[config.mk]
export PLATFORM = sky130hd
export DESIGN_NAME = e1cd_ctrl
export DESIGN_NICKNAME = d
export VERILOG_FILES = /design/src/common/e1cd_pkg.sv /design/src/verilog/e1cd_ctrl.sv
export SDC_FILE = /design/constraint.sdc
export NUM_CORES = 1
export LEC_CHECK = 0
export BUFFER_PORTS_ARGS = -buffer_cell sky130_fd_sc_hd__buf_4
export CAP_MARGIN = 10
export CORE_UTILIZATION = 35
export DETAILED_ROUTE_END_ITERATION = 6
export HOLD_SLACK_MARGIN = 0.1
export MAX_ROUTING_LAYER = met4
export REMOVE_ABC_BUFFERS = 1
export SLEW_MARGIN = 10
export SYNTH_ARGS = -nofsm -noshare
export SYNTH_HDL_FRONTEND = slang
export SYNTH_SLANG_ARGS = --single-unit
export TNS_END_PERCENT = 5
[constraint.sdc]
create_clock -name core_clk -period 5.9 [get_ports core_clk]
set_input_delay 1.18 -clock core_clk [delete_from_list [all_inputs] [get_ports core_clk]]
set_output_delay 1.18 -clock core_clk [all_outputs]
set_load 0.005 [all_outputs]
[src/common/e1cd_pkg.sv]
package e1cd_pkg;
    // register offsets
    localparam logic [7:0] OFS_ACTIVATE      = 8'h16;
    localparam logic [7:0] OFS_INSERT_PAT    = 8'h17;
    localparam logic [7:0] OFS_DETECT_PAT    = 8'h18;
    localparam logic [7:0] OFS_DETECT_MASK   = 8'h19;
    localparam logic [7:0] OFS_CONTROL       = 8'h1a;
    localparam logic [7:0] OFS_IRQ_MASK0     = 8'h1b;
    localparam logic [7:0] OFS_STATUS        = 8'h20;
    localparam logic [7:0] OFS_BIT_ERR_CNT   = 8'h21;
    localparam logic [7:0] OFS_IRQ_PENDING   = 8'h22;
    localparam logic [7:0] OFS_IRQ_PENDING_X = 8'h23;
    // reset values
    localparam logic [7:0] RST_BYTE          = 8'h00;
    // activate register fields
    localparam int BIT_INSERT_ACTIVATE       = 1;
    localparam int BIT_DETECT_ARM            = 0;
    // control word fields
    localparam int BIT_SINGLE_FRAME          = 7;
    localparam int BIT_SUSPEND               = 6;
    localparam int BIT_TX_SIG_MODE           = 4;
    localparam int BIT_SIG_SOURCE            = 3;
    localparam int BIT_ERR_SOURCE            = 2;
    localparam logic [7:0] CONTROL_USED      = 8'hdc;
    localparam logic [7:0] ACTIVATE_USED     = 8'h03;
    // mask word zero fields, same positions in the pending register
    localparam int BIT_SYNC_LOSS             = 7;
    localparam int BIT_REMOTE_ALARM          = 6;
    localparam int BIT_ALL_ONES              = 5;
    localparam int BIT_SLOT16_ALL_ONES       = 4;
    localparam int BIT_SIGNAL_LOSS           = 3;
    localparam int BIT_FRAMING_ERROR         = 2;
    localparam int BIT_VIOLATION_WRAP        = 1;
    localparam int BIT_FRAME_SLIP            = 0;
    // status fields
    localparam int BIT_SLIP_OCCURRED         = 0;
    localparam int BIT_SLIP_DIRECTION        = 1;
    localparam int BIT_DETECT_MATCHED        = 2;
    localparam int BIT_DETECT_ARMED          = 3;
    // interrupt vectors
    localparam logic [7:0] VEC_NONE          = 8'h00;
    localparam logic [7:0] VEC_SYNC          = 8'h80;
    localparam logic [7:0] VEC_ALARM         = 8'h40;
    localparam logic [7:0] VEC_FRAME_ERR     = 8'h20;
    localparam logic [7:0] VEC_COUNTER_WRAP  = 8'h10;
    localparam logic [7:0] VEC_SLIP          = 8'h04;
    localparam logic [7:0] VEC_DETECT        = 8'h02;
    localparam logic [15:0] VIOLATION_MAX    = 16'hffff;

    typedef enum logic [1:0] {
        DET_IDLE  = 2'b01,
        DET_ARMED = 2'b10
    } e1cd_det_state_t;
endpackage : e1cd_pkg

[src/verilog/e1cd_ctrl.sv]
// Behaviour
// - insert byte, msb first, reset zero
// - per-slot insert select picks any slots
// - detect byte compared in selected rx slots
// - compare mask one includes, zero excludes
// - bit7 set: one frame, no slip, flow flags
// - bit7 clear: two frames, controlled slips
// - bit6 set: irq high-z, sources ignored
// - bit4 picks CAS or CCS transmit
// - bit3 picks register or stream signalling
// - bit2 clear: count FAS bit errors
// - bit2 set: count compare buffer mismatches
// - mask zero enables, one masks, reset zero
// - sync loss gives vector 10000000
// - alarms and signal loss give 01000000
// - FAS error gives vector 00100000
// - violation counter wrap gives 00010000
// - controlled slip gives vector 00000100
// - insertion only while insert activate set
// - detect armed by rising arm, stops after match
//
// Chosen here: strobed register access.
`timescale 1ns/1ns
`default_nettype none
module e1cd_ctrl
    import e1cd_pkg::*;
#(
    parameter int SLOTS   = 32,
    parameter int ERR_W   = 8
) (
    // clock, reset, enable
    input  wire logic              core_clk,
    input  wire logic              rst_b,
    input  wire logic              clk_en,
    // register port
    input  wire logic [7:0]        reg_addr,
    input  wire logic [7:0]        reg_wdata,
    input  wire logic              reg_wr,
    input  wire logic              reg_rd,
    output logic      [7:0]        reg_rdata,
    // transmit slot stream
    input  wire logic              tx_slot_valid,
    input  wire logic [4:0]        tx_slot_num,
    input  wire logic [7:0]        tx_slot_data,
    input  wire logic [SLOTS-1:0]  slot_insert_select,
    output logic                   tx_out_valid,
    output logic      [7:0]        tx_out_data,
    // receive slot stream
    input  wire logic              rx_slot_valid,
    input  wire logic [4:0]        rx_slot_num,
    input  wire logic [7:0]        rx_slot_data,
    input  wire logic [SLOTS-1:0]  slot_detect_select,
    // signalling
    input  wire logic [3:0]        reg_sig_bits,
    input  wire logic [3:0]        second_serial_control_input,
    output logic                   tx_signalling_mode_select,
    output logic      [3:0]        tx_cas_bits,
    // elastic buffer
    output logic                   single_frame_buffer_select,
    input  wire logic              ctrl_slip,
    input  wire logic              ctrl_slip_dir,
    input  wire logic              buf_underflow,
    input  wire logic              buf_overflow,
    // bit error sources
    input  wire logic              fas_valid,
    input  wire logic [6:0]        fas_err_bits,
    input  wire logic              bert_valid,
    input  wire logic [7:0]        bert_mismatch_bits,
    // alarm and counter conditions
    input  wire logic              frame_sync_loss,
    input  wire logic              remote_alarm,
    input  wire logic              all_ones_alarm,
    input  wire logic              slot16_all_ones,
    input  wire logic              signal_loss,
    input  wire logic              framing_error,
    input  wire logic [15:0]       violation_count,
    // interrupt pin
    output logic                   irq_out,
    output logic                   irq_oe,
    output logic      [7:0]        irq_vector
);
    // slot numbers are 5 bits wide and the counter readback holds at most 8 bits
    if (SLOTS != 32 || ERR_W < 4 || ERR_W > 8) begin : g_bad_params
        $error("e1cd_ctrl: unsupported SLOTS or ERR_W");
    end

    function automatic logic [3:0] ones8(input logic [7:0] v);
        logic [3:0] n;
        n = 4'h0;
        for (int i = 0; i < 8; i++) begin
            n = n + {3'b000, v[i]};
        end
        return n;
    endfunction : ones8

    ////////////////////////////////////////////////////////////////////////////////
    // state
    logic [7:0]          activate_q,  activate_d;
    logic [7:0]          insert_q,    insert_d;
    logic [7:0]          detpat_q,    detpat_d;
    logic [7:0]          detmask_q,   detmask_d;
    logic [7:0]          control_q,   control_d;
    logic [7:0]          mask0_q,     mask0_d;
    logic [7:0]          pend_q,      pend_d;
    logic                pend_det_q,  pend_det_d;
    logic [7:0]          cond_q,      cond_d;
    logic [15:0]         viol_q,      viol_d;
    logic [ERR_W-1:0]    err_cnt_q,   err_cnt_d;
    logic                slip_occ_q,  slip_occ_d;
    logic                slip_dir_q,  slip_dir_d;
    logic                matched_q,   matched_d;
    e1cd_det_state_t     det_q,       det_d;
    logic [7:0]          rdata_q,     rdata_d;
    logic                txv_q,       txv_d;
    logic [7:0]          txd_q,       txd_d;
    logic [3:0]          cas_q,       cas_d;
    logic [7:0]          vec_q,       vec_d;

    logic [7:0]          cond_now;
    logic [7:0]          events;
    logic                match;
    logic                suspend;
    logic                wr_pend;
    logic                wr_pend_x;
    logic [ERR_W-1:0]    err_inc;

    ////////////////////////////////////////////////////////////////////////////////
    // next-state logic
    always_comb begin
        suspend   = control_q[BIT_SUSPEND];
        wr_pend   = 1'b0;
        wr_pend_x = 1'b0;
        activate_d = activate_q;
        insert_d   = insert_q;
        detpat_d   = detpat_q;
        detmask_d  = detmask_q;
        control_d  = control_q;
        mask0_d    = mask0_q;
        rdata_d    = RST_BYTE;
        // register writes
        if (reg_wr) begin
            if (reg_addr == OFS_ACTIVATE) begin
                activate_d = reg_wdata & ACTIVATE_USED;
            end else if (reg_addr == OFS_INSERT_PAT) begin
                insert_d = reg_wdata;
            end else if (reg_addr == OFS_DETECT_PAT) begin
                detpat_d = reg_wdata;
            end else if (reg_addr == OFS_DETECT_MASK) begin
                detmask_d = reg_wdata;
            end else if (reg_addr == OFS_CONTROL) begin
                control_d = reg_wdata & CONTROL_USED;
            end else if (reg_addr == OFS_IRQ_MASK0) begin
                mask0_d = reg_wdata;
            end else if (reg_addr == OFS_IRQ_PENDING) begin
                wr_pend = 1'b1;
            end else if (reg_addr == OFS_IRQ_PENDING_X) begin
                wr_pend_x = 1'b1;
            end
        end
        // register reads, answered next cycle; unmapped reads zero
        if (reg_rd) begin
            if (reg_addr == OFS_ACTIVATE) begin
                rdata_d = activate_q;
            end else if (reg_addr == OFS_INSERT_PAT) begin
                rdata_d = insert_q;
            end else if (reg_addr == OFS_DETECT_PAT) begin
                rdata_d = detpat_q;
            end else if (reg_addr == OFS_DETECT_MASK) begin
                rdata_d = detmask_q;
            end else if (reg_addr == OFS_CONTROL) begin
                rdata_d = control_q;
            end else if (reg_addr == OFS_IRQ_MASK0) begin
                rdata_d = mask0_q;
            end else if (reg_addr == OFS_STATUS) begin
                rdata_d = {4'h0, det_q == DET_ARMED, matched_q, slip_dir_q, slip_occ_q};
            end else if (reg_addr == OFS_BIT_ERR_CNT) begin
                rdata_d = 8'(err_cnt_q);
            end else if (reg_addr == OFS_IRQ_PENDING) begin
                rdata_d = pend_q;
            end else if (reg_addr == OFS_IRQ_PENDING_X) begin
                rdata_d = {7'h00, pend_det_q};
            end
        end

        // transmit path: pattern replaces data in selected slots
        txv_d = tx_slot_valid;
        txd_d = txd_q;
        if (tx_slot_valid) begin
            if (activate_q[BIT_INSERT_ACTIVATE] && slot_insert_select[tx_slot_num]) begin
                txd_d = insert_q;
            end else begin
                txd_d = tx_slot_data;
            end
        end
        // signalling source
        cas_d = control_q[BIT_SIG_SOURCE] ? reg_sig_bits : second_serial_control_input;

        // detect: masked compare in selected slots while armed
        match = (det_q == DET_ARMED) && rx_slot_valid && slot_detect_select[rx_slot_num]
                && (((rx_slot_data ^ detpat_q) & detmask_q) == 8'h00);
        det_d     = det_q;
        matched_d = matched_q;
        case (det_q)
            DET_IDLE: begin
                // only a fresh zero-to-one write arms the search
                if (activate_d[BIT_DETECT_ARM] && !activate_q[BIT_DETECT_ARM]) begin
                    det_d     = DET_ARMED;
                    matched_d = 1'b0;
                end
            end
            DET_ARMED: begin
                if (match || !activate_q[BIT_DETECT_ARM]) begin
                    det_d = DET_IDLE;
                end
                if (match) begin
                    matched_d = 1'b1;
                end
            end
            default: begin
                det_d = DET_IDLE;
            end
        endcase

        // slips: controlled slips only with the two-frame buffer
        slip_occ_d = slip_occ_q;
        slip_dir_d = slip_dir_q;
        if (reg_rd && reg_addr == OFS_STATUS) begin
            slip_occ_d = 1'b0;
        end
        if (control_q[BIT_SINGLE_FRAME]) begin
            if (buf_underflow || buf_overflow) begin
                slip_occ_d = 1'b1;
                slip_dir_d = buf_overflow;
            end
        end else if (ctrl_slip) begin
            slip_occ_d = 1'b1;
            slip_dir_d = ctrl_slip_dir;
        end

        // bit error counter source
        err_inc = '0;
        if (control_q[BIT_ERR_SOURCE]) begin
            if (bert_valid) begin
                err_inc = ERR_W'(ones8(bert_mismatch_bits));
            end
        end else if (fas_valid) begin
            err_inc = ERR_W'(ones8({1'b0, fas_err_bits}));
        end
        err_cnt_d = err_cnt_q + err_inc;

        // interrupt events: rising conditions and single pulses
        cond_now = {frame_sync_loss, remote_alarm, all_ones_alarm, slot16_all_ones,
                    signal_loss, framing_error, 1'b0, 1'b0};
        cond_d   = cond_now;
        viol_d   = violation_count;
        events   = cond_now & ~cond_q;
        events[BIT_VIOLATION_WRAP] = (viol_q == VIOLATION_MAX) && (violation_count == 16'h0000);
        events[BIT_FRAME_SLIP]     = ctrl_slip && !control_q[BIT_SINGLE_FRAME];
        // software clears with ones, a new event in the same cycle wins
        pend_d = pend_q;
        if (wr_pend) begin
            pend_d = pend_q & ~reg_wdata;
        end
        pend_det_d = pend_det_q;
        if (wr_pend_x && reg_wdata[0]) begin
            pend_det_d = 1'b0;
        end
        if (!suspend) begin
            pend_d     = pend_d | (events & ~mask0_q);
            pend_det_d = pend_det_d | match;
        end

        // vector of the highest pending source
        if (pend_q[BIT_SYNC_LOSS]) begin
            vec_d = VEC_SYNC;
        end else if (|pend_q[BIT_REMOTE_ALARM:BIT_SIGNAL_LOSS]) begin
            vec_d = VEC_ALARM;
        end else if (pend_q[BIT_FRAMING_ERROR]) begin
            vec_d = VEC_FRAME_ERR;
        end else if (pend_q[BIT_VIOLATION_WRAP]) begin
            vec_d = VEC_COUNTER_WRAP;
        end else if (pend_q[BIT_FRAME_SLIP]) begin
            vec_d = VEC_SLIP;
        end else if (pend_det_q) begin
            vec_d = VEC_DETECT;
        end else begin
            vec_d = VEC_NONE;
        end
    end

    ////////////////////////////////////////////////////////////////////////////////
    // registers
    always_ff @(posedge core_clk) begin
        if (!rst_b) begin
            activate_q <= RST_BYTE;
            insert_q   <= RST_BYTE;
            detpat_q   <= RST_BYTE;
            detmask_q  <= RST_BYTE;
            control_q  <= RST_BYTE;
            mask0_q    <= RST_BYTE;
            pend_q     <= RST_BYTE;
            pend_det_q <= 1'b0;
            cond_q     <= RST_BYTE;
            viol_q     <= 16'h0000;
            err_cnt_q  <= '0;
            slip_occ_q <= 1'b0;
            slip_dir_q <= 1'b0;
            matched_q  <= 1'b0;
            det_q      <= DET_IDLE;
            rdata_q    <= RST_BYTE;
            txv_q      <= 1'b0;
            txd_q      <= RST_BYTE;
            cas_q      <= 4'h0;
            vec_q      <= VEC_NONE;
        end else if (clk_en) begin
            activate_q <= activate_d;
            insert_q   <= insert_d;
            detpat_q   <= detpat_d;
            detmask_q  <= detmask_d;
            control_q  <= control_d;
            mask0_q    <= mask0_d;
            pend_q     <= pend_d;
            pend_det_q <= pend_det_d;
            cond_q     <= cond_d;
            viol_q     <= viol_d;
            err_cnt_q  <= err_cnt_d;
            slip_occ_q <= slip_occ_d;
            slip_dir_q <= slip_dir_d;
            matched_q  <= matched_d;
            det_q      <= det_d;
            rdata_q    <= rdata_d;
            txv_q      <= txv_d;
            txd_q      <= txd_d;
            cas_q      <= cas_d;
            vec_q      <= vec_d;
        end
    end

    ////////////////////////////////////////////////////////////////////////////////
    // outputs
    assign reg_rdata                  = rdata_q;
    assign tx_out_valid               = txv_q;
    assign tx_out_data                = txd_q;
    assign tx_cas_bits                = cas_q;
    assign tx_signalling_mode_select  = control_q[BIT_TX_SIG_MODE];
    assign single_frame_buffer_select = control_q[BIT_SINGLE_FRAME];
    assign irq_out    = !suspend && (pend_q != 8'h00 || pend_det_q);
    assign irq_oe     = !suspend;
    assign irq_vector = vec_q;
endmodule : e1cd_ctrl
`default_nettype wire
==> reports/metrics.cfg, run 1 <==
[yosys]
synth_cell_types = 64
synth_edf_count = 0
async_reset_ff_share_pct = 0
synth-seq-cells = 110
synth_cells = 692
ys_seq_area_share_pct = 34.80
ys.flop_type = dfxtp_1
syn-cell-area_um2 = 6327
yosysWarnings = 0
syn_avg_cell_area_um2 = 9.144

[place]
post-place-ws_ns = 0.7839
gp_routability_congestion = 0.8255
dp_hpwl_um = 14040
port-buffer-count = 194

[min_path]
holdCritStartpoint = matched_q
hold_depth = 2
hold_path.class = reg2reg
min_to = matched_q

[routing]
ant_nets = 0
dr.first_iter.drc_count = 358
vias = 5664
drcViolationCount = 0
viasPerCell = 5.201
routed_wl_um = 18560
dr.pass1.iters = 5
detail_route.wl_per_cell_um = 17.05

[cts]
cts_resized = 0
cts_root_buf = clkbuf_16
h-tree-depth = 3
hold_buffers = 0
cts.sinks = 110
cts_buffers = 9
cts_buffer_depth = 2
path_clk_slew_ns = 0.07
post-cts-setup-buffer-count = 0
tritoncts = yes
clk_latency_ns = 0.36

[worst_setup_path]
worstPathMaxFanout = 2
reg2reg_depth = 6
slowest_stage = fa_1
critPathRequiredTime_ns = 6.15
cp_slowest_stage_delay_ns = 0.55
worstSetupStartpointType = input pin
path_cells = buf_4 > inv_1 > fa_1 > fa_1 > fa_1 > inv_1 > ha_1 > fa_1 > nand3_1 > o21ai_0 > inv_1 > fa_1 > nor2b_1 > o21ai_0 > nand2b_1 > nand4_1 > xnor2_1 > and2_1
reg2reg_to = det_q[1]
r2r-start = detpat_q[0]
cp.arrival_ns = 5.00
cpMostUsedCell = fa_1
r2r_slack_ns = 3.61
worstSetupEndpointType = flop
crit_type = in2reg

[die]
ios = 197
core_um2 = 17480
row_count = 48
die_h_um = 136.5
dieArea_um2 = 18620
die_x_um = 136.5
initial_core_util_pct = 36.20

[power_and_ir_drop]
vdd_drop_max_mv = 0.1656
p_int_uw = 1310
combPwrFrac_pct = 17.8
powerDensity_nw_per_um2 = 210.7
switchingPower_uw = 424.1
switching_share_pct = 24.46
seqPwrFrac_pct = 45.1
p_leak_uw = 0.003442
p_clk_share_pct = 37.1

[layout]
antenna_cells = 0
layout_commonest_cell = buf_4
layout_common_cells = 199 x buf_4, 110 x dfxtp_1, 72 x nand2_1
syn_to_final_growth_pct = 30.08
drive_gt1_share_pct = 26.50
fin_util_pct = 47.09
nNetsFinal = 1041

[timing]
timing.final.hold_violations = 0
min_period_over_period_pct = 80.38
fmax_ghz = 0.2109
rsz0062_at_grt = false
clock_skew_ns = 0.009503
max-slew-margin-rel_pct = 33.42
setup_tns_ns = 0
finalMaxSlewViolations = 0
worstMarginPinSlew_ns = 0.9932
setup_viol = 0
finalCriticalPeriod_ns = 4.743
setup_slack_ns = 1.157

[run_status]
outcome = completed

[job]
maxCapViolCount = 0

[global_route]
grt_first_pass_wirelength_um = 29150
antenna_found_initial = 0
overflow = 0
grt.total_usage_pct = 21.05
grt_start_max_net_pins = 58
first_global_vias = 5460

[area by class of cell]
cell class	count	area [um^2]
multi-input combinational	510	3835
sequential	110	2202
fill	1715	9246
timing repair buffer	199	1494
clock inverter	3	68.82
clock buffer	11	232.7
inverter	31	116.4
tap	225	281.5
[how the worst max path moves through the flow]
stage                          start            to  slack (ns)  cells past startpoint
3_5_place_dp   bert_mismatch_bits[0]  err_cnt_q[7]        0.78                     17
3_3_place_gp   bert_mismatch_bits[0]  err_cnt_q[7]        0.85                     17
5_1_grt        bert_mismatch_bits[0]  err_cnt_q[6]        0.96                     18
2_1_floorplan  bert_mismatch_bits[0]  err_cnt_q[7]        1.07                     16
6_report       bert_mismatch_bits[0]  err_cnt_q[6]        1.16                     18
4_1_cts        bert_mismatch_bits[0]  err_cnt_q[7]        1.16                     17
[power groups by stage]
stage	Clock, uW	Sequential [uW]	Combinational, uW
4_1_cts	661	782	313
2_1_floorplan	0	795	145
5_1_grt	691	784	342
6_report	643	782	309
3_5_place_dp	0	799	312
3_3_place_gp	0	799	310
[routing by layer]
metal | part of all wire [%] | track usage [%] | up-vias | wire, um
li1 | - | - | 2810 | -
met1 | 48 | 28.64 | 2630 | 8842
met2 | 44 | 31.25 | 205 | 8172
met3 | 7.1 | 4.661 | 19 | 1317
met4 | 1.2 | 5.556 | 0 | 231
met5 | 0 | - | - | 0
[state kept, by name, indices dropped and copies added (netlist names), 2 cells and up]
name and cells:
tx_cas_bits 4, insert_q 8, cond_q 6, tx_out_data 8
err_cnt_q 8, pend_q 8, detpat_q 8, viol_q 16
control_q 5, activate_q 2, reg_rdata 8, detmask_q 8
irq_vector 6, det_q 2, mask0_q 8
[cells by family after synthesis]
kind of cell | synth area share (%)
DFF | 34.80
muxes | 17.56
xor gates and xnor gates | 1.938
and+or+nand+nor | 20.98
AOI/OAI and AO/OA | 15.78
adders and majority gates | 4.232
other | 0.05927
buffers and inverters | 4.647
[through the flow]
step	std cells	total power (uW)	hold WS, ns	area (um^2)
floorplan	651	939.3	0.4301	6153
global placement	1075	1109	0.4518	7929
detailed placement	1075	1111	0.4522	7929
CTS	1089	1756	0.4702	8230
global route	1089	1818	0.5006	8230
finish	1089	1734	0.4655	8230
[Yosys cell counts (7+ instances only)]
cell / n / share of area [%]
a21boi_0: 29 / 3.4
a21oi_1: 25 / 2.0
a22oi_1: 13 / 1.5
and2_1: 9 / 0.89
clkbuf_1: 35 / 2.1
dfxtp_1: 110 / 35
fa_1: 9 / 2.8
ha_1: 7 / 1.4
inv_1: 31 / 1.8
mux2i_1: 69 / 11
mux4_1: 7 / 2.9
mux4_2: 9 / 3.2
nand2_1: 72 / 4.3
nand2b_1: 8 / 0.79
nand3_1: 24 / 1.9
nand4_1: 8 / 0.79
nor2_1: 13 / 0.77
nor2b_1: 65 / 6.4
nor3_1: 13 / 1.0
o211ai_1: 7 / 0.83
o21ai_0: 28 / 2.2
o22ai_1: 7 / 0.69
xor2_1: 10 / 1.4
[critical path, delay by kind of cell]
family	cells	cell delay (ns)
xor+xnor	1	0.16
fa+ha+maj	6	2.63
simple gates	5	0.57
compound gates	2	0.21
buf+inv	4	0.23
Power figures use the tool's default switching activity.
==> inputs of run 2 (changes only) <==
==> constraint.sdc (replaced) <==
create_clock -name core_clk -period 3.92 [get_ports core_clk]
set_input_delay 0.784 -clock core_clk [delete_from_list [all_inputs] [get_ports core_clk]]
set_output_delay 0.784 -clock core_clk [all_outputs]
set_load 0.005 [all_outputs]
==> run 2 against run 1 <==
- cell count rose by 1.1%
- clock skew rose by 0.0036 ns
- combinational power rose by 59%
- worst hold slack improved by 0.0041 ns
- largest power group unchanged
- clock power rose by 36%
- register-to-register slack got worse by 1.8 ns
- the run now ends with DRC, setup timing left
==> reports/metrics.cfg, run 2 (synthesized netlist as in run 1, its figures left out) <==
[routing]
wl_met3_um = 1511
routed-wl-met2_um = 8416
top_layer = met4
ant_nets = 0
viasPerCell = 5.199
drcViolationCount = 2
detail_route.wl_per_cell_um = 17.14
vias = 5724
dr.pass1.iters = 7
dr.first_iter.drc_count = 355
routed_wl_um = 18870
drt-met1-wl_um = 8650

[worst_setup_path]
path_cells = buf_6 > inv_2 > fa_1 > fa_1 > fa_1 > inv_2 > ha_4 > fa_1 > nand3_1 > o21ai_2 > ha_1 > a21o_1 > a21o_1 > a21oi_2 > nor3_1 > xor2_1 > and2_1
reg2reg_to = err_cnt_q[6]
r2r_slack_ns = 1.76
r2r-start = control_q[2]
slowest_stage = fa_1
critPathRequiredTime_ns = 4.18
worstSetupStartpointType = input pin
cpMostUsedCell = fa_1
cp_slowest_stage_delay_ns = 0.54
worstSetupEndpointType = flop
crit_type = in2reg
worstPathMaxFanout = 2
reg2reg_depth = 11
cp.arrival_ns = 4.36

[layout]
antenna_cells = 0
fin_util_pct = 47.56
drive_gt1_share_pct = 28.54
layout_commonest_cell = buf_4
final_cell_area_um2 = 8312
num-fill-cells = 1734
syn_to_final_growth_pct = 31.36
layout_common_cells = 209 x buf_4, 110 x dfxtp_1, 72 x nand2_1
largest_register = viol_q
nNetsFinal = 1052
largest_reg_flops = 16

[global_route]
antenna_found_initial = 0
grt.total_usage_pct = 20.99
grt_start_max_net_pins = 61
grt_first_pass_wirelength_um = 29130
overflow = 0
first_global_vias = 5488

[min_path]
hold_depth = 2
holdCritStartpoint = matched_q
hold_path.class = reg2reg
min_to = matched_q

[timing]
fmax_ghz = 0.2437
timing.final.hold_violations = 0
setup_viol = 5
min_period_over_period_pct = 104.7
worstMarginPinSlew_ns = 0.7754
clock_skew_ns = 0.01308
max-slew-margin-rel_pct = 46.97
setup_slack_ns = -0.1833
finalCriticalPeriod_ns = 4.103
hold-worst-slack_ns = 0.4696
rsz0062_at_grt = true
finalMaxSlewViolations = 0

[place]
placed_area_um2 = 8004
gp_routability_congestion = 0.8942
post-place-ws_ns = -0.7532
dp_hpwl_um = 14360
port-buffer-count = 194

[power_and_ir_drop]
combPwrFrac_pct = 19.3
p_int_uw = 1863
seqPwrFrac_pct = 46.3
power.total_uw = 2544
p_clk_share_pct = 34.4
switchingPower_uw = 680.9
switching_share_pct = 26.77
vdd_drop_max_mv = 0.2064
p_leak_uw = 0.003481
powerDensity_nw_per_um2 = 306.0

[cts]
cts_root_buf = clkbuf_16
clk_latency_ns = 0.36
cts_buffers = 9
h-tree-depth = 3
cts_buffer_depth = 2
cts.sinks = 110
tritoncts = yes
path_clk_slew_ns = 0.08

[die]
ios = 197
initial_core_util_pct = 36.20
die_h_um = 136.5
core_um2 = 17480
row_count = 48
dieArea_um2 = 18620
die_x_um = 136.5

[job]
maxCapViolCount = 0

[run_status]
violations = DRC, setup timing
outcome = finished with violations

## run 2: changes by cell type in the layout (fill, tap and decap cells not counted), sizes merged
| cell | before | now |
|---|---|---|
| clkinv | 0 | 3 |
| clkbuf | 11 | 9 |
| buf | 199 | 210 |
| bufinv | 2 | 0 |
| clkinvlp | 0 | 2 |
## run 2: how the worst max path moves through the flow
stage / from / endpoint / slack [ns]
6_report: bert_mismatch_bits[3] / err_cnt_q[7] / -0.18
2_1_floorplan: bert_mismatch_bits[0] / err_cnt_q[7] / -0.51
3_3_place_gp: bert_mismatch_bits[0] / err_cnt_q[7] / -0.71
4_1_cts: bert_mismatch_bits[3] / err_cnt_q[6] / -0.22
3_5_place_dp: bert_mismatch_bits[0] / err_cnt_q[7] / -0.75
5_1_grt: bert_mismatch_bits[3] / err_cnt_q[7] / -0.31
## run 2: power groups by stage
stage	registers (uW)	logic, uW	clock network, uW
after global routing	1180	541	937
after CTS	1180	492	905
after global placement	1200	474	0
after floorplan	1200	218	0
final	1180	491	876
after detailed placement	1200	482	0
## run 2: per-layer routing
metal | track usage [%] | vias to the layer above
met2 | 31.92 | 236
met4 | 5.926 | 0
met1 | 28.08 | 2631
met5 | - | -
met3 | 4.176 | 19
li1 | - | 2838
## run 2: repair_timing
| action | 4_1_cts | 5_1_grt |
|---|---|---|
| resized for setup | 10 | 2 |
| pin swaps | 6 | 1 |
| endpoints found under the hold margin | 0 | 0 |
| setup endpoints to repair | 6 | 6 |
| buffers inserted | 1 | 0 |
| hold buffers | 0 | 0 |
## run 2: layout make-up
cell class	instances	area [um^2]	share of cell area [%]
clock buffers	9	225.2	2.710
clock inverters	6	48.80	0.5871
inverters	31	116.4	1.400
multi-input cells	510	3857	46.41
flip-flops and latches	110	2202	26.49
well taps	225	281.5	3.387
repair buffers	210	1580	19.01
## run 2: critical path, delay by kind of cell
| kind | cells | cell delay, ns |
|---|---|---|
| compound gates | 4 | 0.55 |
| xor+xnor | 1 | 0.14 |
| fa+ha+maj | 6 | 2.42 |
| buf+inv | 3 | 0.15 |
| simple gates | 3 | 0.32 |
## run 2: stage by stage
step / std cells / setup TNS, ns
4_1_cts: 1101 / -0.9199
3_5_place_dp: 1085 / -4.041
6_report: 1101 / -0.7630
2_1_floorplan: 651 / -2.227
3_3_place_gp: 1085 / -3.786
5_1_grt: 1101 / -1.451
